--- src/start_seq_map.svh ---
// register offsets, reset values, limits and timing for the start sequencer
`ifndef START_SEQ_MAP_SVH
`define START_SEQ_MAP_SVH
`define OFS_CFG        12'h000
`define OFS_START_FREQ 12'h004
`define OFS_HOLD       12'h008
`define OFS_BRK_CUR    12'h00C
`define OFS_BRK_TIME   12'h010
`define OFS_S_ACC_BEG  12'h014
`define OFS_S_ACC_END  12'h018
`define OFS_S_DEC_BEG  12'h01C
`define OFS_S_DEC_END  12'h020
`define OFS_ACC_TIME   12'h024
`define OFS_DEC_TIME   12'h028
`define OFS_TARGET     12'h02C
`define OFS_RUN        12'h030
`define OFS_STATUS     12'h034
`define OFS_OUT_FREQ   12'h038
`define CFG_METHOD_LSB 0
`define CFG_SHAPE_BIT  4
`define RUN_BIT        0
`define STAT_BRK_BIT   8
`define STAT_TRK_BIT   9
`define DEF_START_FREQ 16'h0032
`define DEF_HOLD       16'h0000
`define DEF_BRK_CUR    16'h0000
`define DEF_BRK_TIME   16'h0000
`define DEF_SEG        16'h0001
`define DEF_RAMP_TIME  16'h0064
`define MAX_START_FREQ 16'h1388
`define MAX_HOLD       16'h01F4
`define MAX_BRK_CUR    16'h03E8
`define MAX_BRK_TIME   16'h1388
`define MAX_SEG        16'h01F4
`define MAX_RAMP_TIME  16'h8CA0
`define DEF_MAX_FREQ   16'h1388
`define CLK_PERIOD_NS  10
`define FAST_TICK_NS   100000
`define SLOW_TICK_NS   10000000
`define HOLD_UNIT      16'h000A
`define RAMP_UNIT      16'h03E8
`define SCALE_FULL     9'h100
`define SCALE_MIN      9'h010
`endif

--- src/start_seq_pkg.sv ---
// types shared by the start sequencer files
package start_seq_pkg;
  typedef enum logic [6:0] {
    ST_IDLE    = 7'h01,
    ST_STANDBY = 7'h02,
    ST_BRAKE   = 7'h04,
    ST_TRACK   = 7'h08,
    ST_HOLD    = 7'h10,
    ST_RAMP    = 7'h20,
    ST_RUN     = 7'h40
  } state_t;
  typedef enum logic [1:0] {
    M_DIRECT = 2'h0,
    M_BRAKE  = 2'h1,
    M_TRACK  = 2'h2
  } start_method_t;
endpackage

--- src/step_if.sv ---
// carrier between the sequencer and one fractional rate stepper
`timescale 1ns/1ps
interface step_if #(parameter int W = 32);
  logic         tick;
  logic         clr;
  logic [W-1:0] inc;
  logic [W-1:0] period;
  logic         step;
  modport owner   (output tick, output clr, output inc, output period, input step);
  modport stepper (input tick, input clr, input inc, input period, output step);
endinterface

--- src/rate_stepper.sv ---
// fractional accumulator: one step pulse per period/inc ticks
`timescale 1ns/1ps
module rate_stepper #(
  parameter int W = 32
) (
  // clock and reset
  input  wire logic pclk,
  input  wire logic presetn,
  // control and step pulse
  step_if.stepper   s
);
  logic [W-1:0] acc_ff;
  logic [W:0]   sum;

  assign sum = {1'b0, acc_ff} + {1'b0, s.inc};

  // at most one step per tick; a zero period steps on every tick
  always_ff @(posedge pclk or negedge presetn) begin
    if (!presetn) begin
      acc_ff <= '0;
      s.step <= 1'b0;
    end else if (s.clr) begin
      acc_ff <= '0;
      s.step <= 1'b0;
    end else if (s.tick) begin
      if (sum >= {1'b0, s.period}) begin
        acc_ff <= W'(sum - {1'b0, s.period});
        s.step <= 1'b1;
      end else begin
        acc_ff <= sum[W-1:0];
        s.step <= 1'b0;
      end
    end else begin
      s.step <= 1'b0;
    end
  end
endmodule // rate_stepper

--- src/drive_start_sequencer.sv ---
// start-phase sequencer for the drive output frequency, APB slave
//
// Chosen here: register access over APB and the register addresses.
`timescale 1ns/1ps
`include "start_seq_map.svh"
// Behaviour
// - start method 0 is direct start, 1 is DC braking first, 2 is speed tracking first; reset gives 0.
// - on a direct start the first output frequency is the programmed starting frequency (0.00-50.00 Hz, 0.50 Hz).
// - the output stays at the starting frequency for the hold time (0.0-50.0 s, 0.0 s), then ramps.
// - a target below the starting frequency keeps the sequencer in standby, never running; checked only at start, a target lowered later is ramped to.
// - the starting frequency is not clamped by any lower limit frequency.
// - braking first applies DC braking at the set current and accelerates only after the full brake time.
// - a brake time of zero skips DC braking altogether.
// - the brake current is a percentage of rated output current, 0.0-100.0 %, default 0.0 %.
// - the brake time accepts 0.00-50.00 s and defaults to 0.00 s.
// - ramp shape 0 (default) changes the frequency linearly with time.
// - ramp shape 1 changes the frequency along an S curve, easing in and out.
// - the S curve follows four segment times plus the acceleration and deceleration times.
// - each S segment time accepts 0.0-50.0 s and defaults to 0.1 s.
module drive_start_sequencer import start_seq_pkg::*; #(
  parameter logic [15:0] MAX_FREQ = `DEF_MAX_FREQ,
  parameter int unsigned FAST_CYC = `FAST_TICK_NS / `CLK_PERIOD_NS,
  parameter int unsigned SLOW_CYC = `SLOW_TICK_NS / `CLK_PERIOD_NS
) (
  // clock and reset
  input  wire logic        pclk,
  input  wire logic        presetn,
  // apb slave
  input  wire logic        psel,
  input  wire logic        penable,
  input  wire logic        pwrite,
  input  wire logic [11:0] paddr,
  input  wire logic [31:0] pwdata,
  output logic [31:0]      prdata,
  output logic             pready,
  output logic             pslverr,
  // power stage
  input  wire logic        track_done,
  output logic [15:0]      out_freq,
  output logic             drive_en,
  output logic             brake_en,
  output logic [15:0]      brake_cur,
  output logic             track_req,
  output logic             standby
);
  state_t      state_ff, nxt_state;
  logic [1:0]  method_ff;
  logic        shape_ff, run_ff;
  logic [15:0] start_freq_ff, hold_ff, brk_cur_ff, brk_time_ff;
  logic [15:0] s_acc_beg_ff, s_acc_end_ff, s_dec_beg_ff, s_dec_end_ff;
  logic [15:0] acc_time_ff, dec_time_ff, target_ff;
  logic [31:0] prdata_ff, rd_data;
  logic        pready_ff, pslverr_ff, rd_hit;
  logic        trk_meta_ff, trk_sync_ff;
  logic [31:0] fast_div_ff, slow_div_ff;
  logic        fast_tick_ff, slow_tick;
  logic [15:0] phase_cnt_ff;
  logic        phase_new, brake_done, hold_done, go_ok;
  logic [15:0] out_freq_ff, brake_cur_ff, gain_ff, remaining;
  logic        drive_en_ff, brake_en_ff, track_req_ff, standby_ff;
  logic [8:0]  scale_ff;
  logic        dir_up_ff, ease_out_ff, dir_up, ramp_restart;
  logic [24:0] prod;
  logic [15:0] ramp_t, seg_t;
  logic        wr_en, setup;

  step_if #(.W(32)) fq_if ();
  step_if #(.W(32)) sc_if ();

  function automatic logic [15:0] sat(input logic [31:0] v, input logic [15:0] mx);
    sat = (v > {16'h0000, mx}) ? mx : v[15:0];
  endfunction

  // apb: one wait-free access phase, pready from a flop
  assign setup = psel && !penable;
  assign wr_en = psel && penable && pready_ff && pwrite;

  always_comb begin
    rd_hit  = 1'b1;
    rd_data = 32'h0000_0000;
    unique case (paddr)
      `OFS_CFG:        rd_data = {27'h0, shape_ff, 2'h0, method_ff};
      `OFS_START_FREQ: rd_data = {16'h0, start_freq_ff};
      `OFS_HOLD:       rd_data = {16'h0, hold_ff};
      `OFS_BRK_CUR:    rd_data = {16'h0, brk_cur_ff};
      `OFS_BRK_TIME:   rd_data = {16'h0, brk_time_ff};
      `OFS_S_ACC_BEG:  rd_data = {16'h0, s_acc_beg_ff};
      `OFS_S_ACC_END:  rd_data = {16'h0, s_acc_end_ff};
      `OFS_S_DEC_BEG:  rd_data = {16'h0, s_dec_beg_ff};
      `OFS_S_DEC_END:  rd_data = {16'h0, s_dec_end_ff};
      `OFS_ACC_TIME:   rd_data = {16'h0, acc_time_ff};
      `OFS_DEC_TIME:   rd_data = {16'h0, dec_time_ff};
      `OFS_TARGET:     rd_data = {16'h0, target_ff};
      `OFS_RUN:        rd_data = {31'h0, run_ff};
      `OFS_STATUS:     rd_data = {22'h0, track_req_ff, brake_en_ff, 1'b0, state_ff};
      `OFS_OUT_FREQ:   rd_data = {16'h0, out_freq_ff};
      default:         rd_hit  = 1'b0;
    endcase
  end

  always_ff @(posedge pclk or negedge presetn) begin
    if (!presetn) begin
      pready_ff  <= 1'b0;
      pslverr_ff <= 1'b0;
      prdata_ff  <= 32'h0000_0000;
    end else begin
      pready_ff  <= setup;
      pslverr_ff <= setup && !rd_hit;
      if (setup) begin
        prdata_ff <= (pwrite || !rd_hit) ? 32'h0000_0000 : rd_data;
      end
    end
  end

  // parameter writes saturate at the top of each documented range
  always_ff @(posedge pclk or negedge presetn) begin
    if (!presetn) begin
      method_ff     <= M_DIRECT;
      shape_ff      <= 1'b0;
      run_ff        <= 1'b0;
      start_freq_ff <= `DEF_START_FREQ;
      hold_ff       <= `DEF_HOLD;
      brk_cur_ff    <= `DEF_BRK_CUR;
      brk_time_ff   <= `DEF_BRK_TIME;
      s_acc_beg_ff  <= `DEF_SEG;
      s_acc_end_ff  <= `DEF_SEG;
      s_dec_beg_ff  <= `DEF_SEG;
      s_dec_end_ff  <= `DEF_SEG;
      acc_time_ff   <= `DEF_RAMP_TIME;
      dec_time_ff   <= `DEF_RAMP_TIME;
      target_ff     <= 16'h0000;
    end else if (wr_en) begin
      unique case (paddr)
        `OFS_CFG: begin
          method_ff <= pwdata[`CFG_METHOD_LSB +: 2];
          shape_ff  <= pwdata[`CFG_SHAPE_BIT];
        end
        `OFS_START_FREQ: start_freq_ff <= sat(pwdata, `MAX_START_FREQ);
        `OFS_HOLD:       hold_ff       <= sat(pwdata, `MAX_HOLD);
        `OFS_BRK_CUR:    brk_cur_ff    <= sat(pwdata, `MAX_BRK_CUR);
        `OFS_BRK_TIME:   brk_time_ff   <= sat(pwdata, `MAX_BRK_TIME);
        `OFS_S_ACC_BEG:  s_acc_beg_ff  <= sat(pwdata, `MAX_SEG);
        `OFS_S_ACC_END:  s_acc_end_ff  <= sat(pwdata, `MAX_SEG);
        `OFS_S_DEC_BEG:  s_dec_beg_ff  <= sat(pwdata, `MAX_SEG);
        `OFS_S_DEC_END:  s_dec_end_ff  <= sat(pwdata, `MAX_SEG);
        `OFS_ACC_TIME:   acc_time_ff   <= sat(pwdata, `MAX_RAMP_TIME);
        `OFS_DEC_TIME:   dec_time_ff   <= sat(pwdata, `MAX_RAMP_TIME);
        `OFS_TARGET:     target_ff     <= sat(pwdata, MAX_FREQ);
        `OFS_RUN:        run_ff        <= pwdata[`RUN_BIT];
        default:         ;
      endcase
    end
  end

  // tracking result arrives from the power stage clock domain
  always_ff @(posedge pclk or negedge presetn) begin
    if (!presetn) begin
      trk_meta_ff <= 1'b0;
      trk_sync_ff <= 1'b0;
    end else begin
      trk_meta_ff <= track_done;
      trk_sync_ff <= trk_meta_ff;
    end
  end

  // 0.1 ms tick paces the ramps
  always_ff @(posedge pclk or negedge presetn) begin
    if (!presetn) begin
      fast_div_ff  <= 32'h0000_0000;
      fast_tick_ff <= 1'b0;
    end else begin
      fast_tick_ff <= (fast_div_ff == FAST_CYC - 1);
      fast_div_ff  <= (fast_div_ff == FAST_CYC - 1) ? 32'h0000_0000 : fast_div_ff + 32'h0000_0001;
    end
  end

  // 10 ms phase timer restarts on every state change so a phase never runs short
  assign phase_new = (nxt_state != state_ff);
  assign slow_tick = (slow_div_ff == SLOW_CYC - 1);

  always_ff @(posedge pclk or negedge presetn) begin
    if (!presetn) begin
      slow_div_ff  <= 32'h0000_0000;
      phase_cnt_ff <= 16'h0000;
    end else if (phase_new) begin
      slow_div_ff  <= 32'h0000_0000;
      phase_cnt_ff <= 16'h0000;
    end else begin
      slow_div_ff <= slow_tick ? 32'h0000_0000 : slow_div_ff + 32'h0000_0001;
      if (slow_tick && phase_cnt_ff != 16'hFFFF) begin
        phase_cnt_ff <= phase_cnt_ff + 16'h0001;
      end
    end
  end

  assign brake_done = (phase_cnt_ff >= brk_time_ff);
  assign hold_done  = ({16'h0000, phase_cnt_ff} >= {16'h0000, hold_ff} * {16'h0000, `HOLD_UNIT});
  assign go_ok      = (target_ff >= start_freq_ff);

  always_comb begin
    nxt_state = state_ff;
    if (!run_ff) begin
      nxt_state = ST_IDLE;
    end else begin
      unique case (state_ff)
        ST_IDLE, ST_STANDBY: begin
          if (!go_ok) begin
            nxt_state = ST_STANDBY;
          end else if (method_ff == M_BRAKE && brk_time_ff != 16'h0000) begin
            nxt_state = ST_BRAKE;
          end else if (method_ff == M_TRACK) begin
            nxt_state = ST_TRACK;
          end else begin
            nxt_state = ST_HOLD;
          end
        end
        ST_BRAKE: if (brake_done) nxt_state = ST_HOLD;
        ST_TRACK: if (trk_sync_ff) nxt_state = ST_HOLD;
        ST_HOLD:  if (hold_done) nxt_state = ST_RAMP;
        ST_RAMP:  if (out_freq_ff == target_ff) nxt_state = ST_RUN;
        ST_RUN:   if (out_freq_ff != target_ff) nxt_state = ST_RAMP;
        default:  nxt_state = ST_IDLE;
      endcase
    end
  end

  always_ff @(posedge pclk or negedge presetn) begin
    if (!presetn) begin
      state_ff <= ST_IDLE;
    end else begin
      state_ff <= nxt_state;
    end
  end

  // ramp shaping: scale 0..full weights the slope; linear keeps it full
  assign dir_up       = (target_ff > out_freq_ff);
  assign ramp_restart = (nxt_state == ST_RAMP) &&
                        (state_ff != ST_RAMP || (dir_up != dir_up_ff && out_freq_ff != target_ff));
  assign remaining    = dir_up_ff ? target_ff - out_freq_ff : out_freq_ff - target_ff;
  assign prod         = {9'h000, MAX_FREQ} * {16'h0000, scale_ff};
  assign ramp_t       = dir_up_ff ? acc_time_ff : dec_time_ff;
  assign seg_t        = dir_up_ff ? (ease_out_ff ? s_acc_end_ff : s_acc_beg_ff)
                                  : (ease_out_ff ? s_dec_end_ff : s_dec_beg_ff);

  assign fq_if.tick   = fast_tick_ff;
  assign fq_if.clr    = ramp_restart || state_ff != ST_RAMP;
  assign fq_if.inc    = {15'h0000, prod[24:8]};
  assign fq_if.period = {16'h0000, ramp_t} * {16'h0000, `RAMP_UNIT};
  assign sc_if.tick   = fast_tick_ff;
  assign sc_if.clr    = ramp_restart || state_ff != ST_RAMP;
  assign sc_if.inc    = {23'h000000, `SCALE_FULL};
  assign sc_if.period = {16'h0000, seg_t} * {16'h0000, `RAMP_UNIT};

  rate_stepper #(.W(32)) u_freq_step (
    .pclk    (pclk),
    .presetn (presetn),
    .s       (fq_if.stepper)
  );

  rate_stepper #(.W(32)) u_scale_step (
    .pclk    (pclk),
    .presetn (presetn),
    .s       (sc_if.stepper)
  );

  always_ff @(posedge pclk or negedge presetn) begin
    if (!presetn) begin
      scale_ff    <= `SCALE_FULL;
      dir_up_ff   <= 1'b1;
      ease_out_ff <= 1'b0;
      gain_ff     <= 16'h0000;
    end else if (!shape_ff) begin
      scale_ff    <= `SCALE_FULL;
      ease_out_ff <= 1'b0;
      gain_ff     <= 16'h0000;
      if (ramp_restart) dir_up_ff <= dir_up;
    end else if (ramp_restart) begin
      scale_ff    <= 9'h000;
      dir_up_ff   <= dir_up;
      ease_out_ff <= 1'b0;
      gain_ff     <= 16'h0000;
    end else if (state_ff == ST_RAMP) begin
      // ease out once the distance left matches what easing in took
      if (!ease_out_ff && gain_ff != 16'h0000 && remaining <= gain_ff) begin
        ease_out_ff <= 1'b1;
      end
      if (sc_if.step && !ease_out_ff && scale_ff < `SCALE_FULL) begin
        scale_ff <= scale_ff + 9'h001;
      end else if (sc_if.step && ease_out_ff && scale_ff > `SCALE_MIN) begin
        scale_ff <= scale_ff - 9'h001;
      end
      if (fq_if.step && !ease_out_ff && scale_ff < `SCALE_FULL) begin
        gain_ff <= gain_ff + 16'h0001;
      end
    end
  end

  // output frequency: start value unclamped, then stepped toward target
  always_ff @(posedge pclk or negedge presetn) begin
    if (!presetn) begin
      out_freq_ff <= 16'h0000;
    end else if (nxt_state == ST_HOLD && state_ff != ST_HOLD) begin
      out_freq_ff <= start_freq_ff;
    end else if (state_ff == ST_RAMP && nxt_state == ST_RAMP && fq_if.step) begin
      out_freq_ff <= dir_up_ff ? out_freq_ff + 16'h0001 : out_freq_ff - 16'h0001;
    end else if (nxt_state != ST_HOLD && nxt_state != ST_RAMP && nxt_state != ST_RUN) begin
      out_freq_ff <= 16'h0000;
    end
  end

  always_ff @(posedge pclk or negedge presetn) begin
    if (!presetn) begin
      drive_en_ff  <= 1'b0;
      brake_en_ff  <= 1'b0;
      brake_cur_ff <= 16'h0000;
      track_req_ff <= 1'b0;
      standby_ff   <= 1'b0;
    end else begin
      drive_en_ff  <= (nxt_state == ST_HOLD || nxt_state == ST_RAMP || nxt_state == ST_RUN);
      brake_en_ff  <= (nxt_state == ST_BRAKE);
      brake_cur_ff <= (nxt_state == ST_BRAKE) ? brk_cur_ff : 16'h0000;
      track_req_ff <= (nxt_state == ST_TRACK);
      standby_ff   <= (nxt_state == ST_STANDBY);
    end
  end

  assign prdata    = prdata_ff;
  assign pready    = pready_ff;
  assign pslverr   = pslverr_ff;
  assign out_freq  = out_freq_ff;
  assign drive_en  = drive_en_ff;
  assign brake_en  = brake_en_ff;
  assign brake_cur = brake_cur_ff;
  assign track_req = track_req_ff;
  assign standby   = standby_ff;
endmodule // drive_start_sequencer

--- config.mk ---
export PLATFORM = sky130hd
export DESIGN_NAME = drive_start_sequencer
export DESIGN_NICKNAME = d
export VERILOG_FILES = /design/src/start_seq_pkg.sv /design/src/step_if.sv /design/src/rate_stepper.sv /design/src/drive_start_sequencer.sv
export VERILOG_INCLUDE_DIRS = /design/src
export SDC_FILE = /design/constraint.sdc
export NUM_CORES = 2
export LEC_CHECK = 0
export BUFFER_PORTS_ARGS = -buffer_cell sky130_fd_sc_hd__buf_2
export CORE_AREA = 2 2 231 233
export CTS_BUF_LIST = sky130_fd_sc_hd__clkbuf_2 sky130_fd_sc_hd__clkbuf_4 sky130_fd_sc_hd__clkbuf_8
export DETAILED_ROUTE_END_ITERATION = 10
export DIE_AREA = 0 0 233 235
export PLACE_DENSITY = 0.85
export SYNTH_ARGS = -nofsm -noshare
export SYNTH_HDL_FRONTEND = slang
export SYNTH_SLANG_ARGS = --single-unit
--- constraint.sdc ---
create_clock -name pclk -period 11.1 [get_ports pclk]
set_input_delay 2.22 -clock pclk [delete_from_list [all_inputs] [get_ports pclk]]
set_output_delay 2.22 -clock pclk [all_outputs]
set_load 0.03 [all_outputs]
==> impl_results.md <==
- Measured slew at the worst slew-check pin: 1.34 ns
- Wire length per cell: 20.2 microns
- Global-route wire length before repair: 145 mm
- Setup TNS: 0 ns
- Total gr overflow: 0
- Post-DP Area: 0.0346 sq mm
- HPWL after detailed placement: 66.8 mm
- Metal3 WL: 8.58 mm
- Mapped Cells: 3,618
- CP bufs+invs: 2
- DR vias: 28,000
- Crit path max fanout: 34
- Mean Syn Cell Area: 9.26 sq um
- Share of cells above drive strength 1: 10.1%
- Yosys top cell area share: 29.7%
- Initial core utilization: 64.2%
- H-Tree Depth: 3
- Vias in the first global route: 27,500
- DIE AREA: 0.0548 sq mm
- Seq pwr share: 46.1%
- Worst r2r path cells: 30
- Resized Gates After CTS: 0
- N_diodes: 0
- Final setup fails: 0
- Worst EP arrival: 9.85 ns
- Site row count: between 80 and 90
- Ys async rst share: 100%
- CTS root buf: clkbuf_8
- Utilization after layout: between 60% and 70%
- Clk Latency, worst-skew pair: around 0.71 ns
- WP data required: ~12 ns
- Min cycle time layout: around 9.3 ns
- Clock slew at reported path FFs: 0.06 ns
- Post-route cell area: 0.0364 sq mm
- #FFs+latches synth: 414
- CTS tree: yes
- Die extent in y: 235 microns
- Hold Path Cell Cnt: 0
- Worst-path cell with the longest stage delay: dfstp_2
- RSZ-0062 raised after global routing: no
- Synth cell types: 96
- Top Layer Used: met5
- Fin crit share: roughly 84%
- Core footprint: 0.0522 sq mm
- Comb power frac: 2.9%
- Hold Startpoint: trk_meta_ff
- P_leak: 0.0178 uW
- Crit-path leading delay family: adder cells
- MaxCap Viol Count: 0
- Worst setup margin: 1.79 ns
- Vias/cell: between 6 and 7
- Final Net Count: 4,252
- Hold Slack: ~0.35 ns
- Hold_buf cts: 0
- Fin. Hold Viols: 0
- Largest net degree at the start of global routing: 180
- Kind of critical path: register to register
- Area leader, netlist: dfrtp_1
- Worst reg2reg setup slack: around 1.8 ns
- Final wirelength: roughly 90 mm
- Predominant post-synthesis flop cell: dfrtp_1
- Max IR drop VDD: 0.000113 V
- Area Growth Syn to Fin: 8.53%
- Synth Warn #: 0
- Die Wd: 233 microns
- Sw Share: about 24%
- Pwr/cell area: 91.3 mW/mm^2
- Worst r2r dst: u_freq_step.acc_ff[26]
- DRT Pass-1 Iters: 9
- Clock buffer depth: 3
- Clock sink count: 414
- RePlAce Congestion: 1.02
- Min-delay worst type: register to register
- P_int: 2520 uW
- Pins Over Slew Limit: 0
- CP startpoint kind: register
- CP Capture Type: register
- Number of CTS-inserted buffers: just under 80
- Port bufs: 103
- Post-synth EDFFs: 0
- Worst Setup SP: dir_up_ff
- Final ANT Viol Nets: 0
- Seq/Total Area, Yosys: 31.0%
- Initial antenna violation count: 1
- M1 WL: 36.9 mm
- Postcts setup bufs: 0
- DRT iter0 DRCs: between 2,000 and 3,000
- Synth top area cells: dfrtp_1 (30%), ha_1 (13%), fa_1 (7.9%)
- Peak Freq: 107 MHz
- Clock power share: around half
- Pre-CTS setup slack: 1.97 ns
- CP peak stage delay: 1.12 ns
- Outcome: finished, final reports clean
- DRC: 0
- Skew final: slightly above 0.05 ns
- # IOs: 120
- Hold endpoint: trk_sync_ff
- Sw power: 801 uW
- GRT Total Usage: 33.5%
- Worst slew margin: about a tenth
- Metal2 WL: 39.4 mm
- Mapped Area: 0.0335 sq mm
- Worst R2R Start: dir_up_ff
-- logic make-up (layout without fill, tap and decap cells) --
kind of cell	Yosys count	after routing	share of synthesized area (%)
compound gates	853	853	16.6
buf+inv	378	516	4.57
flops	414	414	31.0
simple gates	1146	1146	16.9
xor+xnor	272	272	7.11
mux	61	61	2.48
other cells	1	16	0.0112
fa+ha+maj	493	493	21.4
-- worst max-delay path by stage --
stage,endpoint,slack [ns],depth (start not counted)
final,u_freq_step.acc_ff[26],1.79,30
after global routing,u_freq_step.acc_ff[26],1.08,42
after CTS,u_freq_step.acc_ff[26],1.85,30
after detailed placement,u_freq_step.acc_ff[26],1.97,30
after global placement,u_freq_step.acc_ff[26],2.22,30
after floorplan,u_freq_step.acc_ff[30],2.90,36
-- worst reg2reg max path, delay by kind of cell (launching register included) --
| family | cells | cell delay, ns |
|---|---|---|
| adders and majority gates | 6 | 2.66 |
| AOI/OAI and AO/OA | 11 | 2.33 |
| DFF | 1 | 1.12 |
| and+or+nand+nor | 7 | 0.95 |
| buffers and inverters | 2 | 0.88 |
| muxes | 2 | 0.82 |
| xor gates and xnor gates | 2 | 0.38 |
-- final cells by class --
type,count,area (sq um)
clock inverters,26,283
clock buffers,116,1510
flip-flops and latches,414,10400
multi-input cells,2841,21700
inverters,243,912
well taps,688,861
fillers,3945,15900
repair buffers,131,748
-- per-stage QoR --
step,power (uW),std cells
after detailed placement,1650,4317
after CTS,3340,4459
after global placement,1650,4317
after floorplan,1600,3633
after global routing,3420,4459
final,3320,4459
-- cell usage after synthesis (20+ instances only) --
master	number
a211oi_1	50
a21o_1	81
a21oi_1	202
a222oi_1	23
a22oi_1	46
a31oi_1	24
and2_1	69
and3_1	39
buf_2	22
buf_4	20
clkbuf_1	87
dfrtp_1	398
fa_1	132
ha_1	361
inv_1	243
mux2i_1	28
nand2_1	315
nand2b_1	37
nand3_1	118
nand4_1	46
nor2_1	293
nor2b_1	37
nor3_1	63
nor4_1	31
o211ai_1	20
o21a_1	25
o21ai_0	224
or3_1	20
xnor2_1	153
xor2_1	119
-- routing by layer --
layer | global-route usage, % | vias to the layer above
met1 | 44.3 | 13400
met4 | 17.6 | 4
met2 | 50.4 | 1236
met3 | 8.80 | 314
met5 | 0.268 | -
li1 | - | 13000
-- state kept, by name (all words and copies together), names as in the netlist, 29 cells and up --
| signal | flops |
|---|---|
| u_freq_step.acc_ff | 32 |
| u_scale_step.acc_ff | 29 |
| slow_div_ff | 32 |
| fast_div_ff | 32 |
-- power groups by stage --
| stage | combinational (uW) | clock [uW] | sequential [uW] |
|---|---|---|---|
| finish | 95.8 | 1690 | 1530 |
| detailed placement | 95.4 | 0 | 1560 |
| global placement | 93.8 | 0 | 1560 |
| CTS | 95.7 | 1710 | 1530 |
| global route | 107 | 1780 | 1530 |
| floorplan | 43.2 | 0 | 1560 |
-- cell usage in the layout, fill, tap and decap left out, types with 17 or more instances in the layout --
cell type	synthesis	final
dfrtp_1	398	397
ha_1	361	361
nand2_1	315	315
nor2_1	293	292
inv_1	243	243
o21ai_0	224	224
a21oi_1	202	202
xnor2_1	153	153
fa_1	132	132
xor2_1	119	119
nand3_1	118	118
clkbuf_8	0	102
buf_2	22	102
a21o_1	81	81
and2_1	69	69
nor3_1	63	63
a211oi_1	50	50
nand4_1	46	46
a22oi_1	46	46
and3_1	39	39
nand2b_1	37	37
nor2b_1	37	36
nor4_1	31	31
mux2i_1	28	28
buf_4	20	27
o21a_1	25	25
a31oi_1	24	24
a222oi_1	23	23
or3_1	20	20
o211ai_1	20	20
a221oi_1	19	19
a22o_1	18	18
mux2_2	17	17
Note: power is estimated with default switching activity, not from simulation.
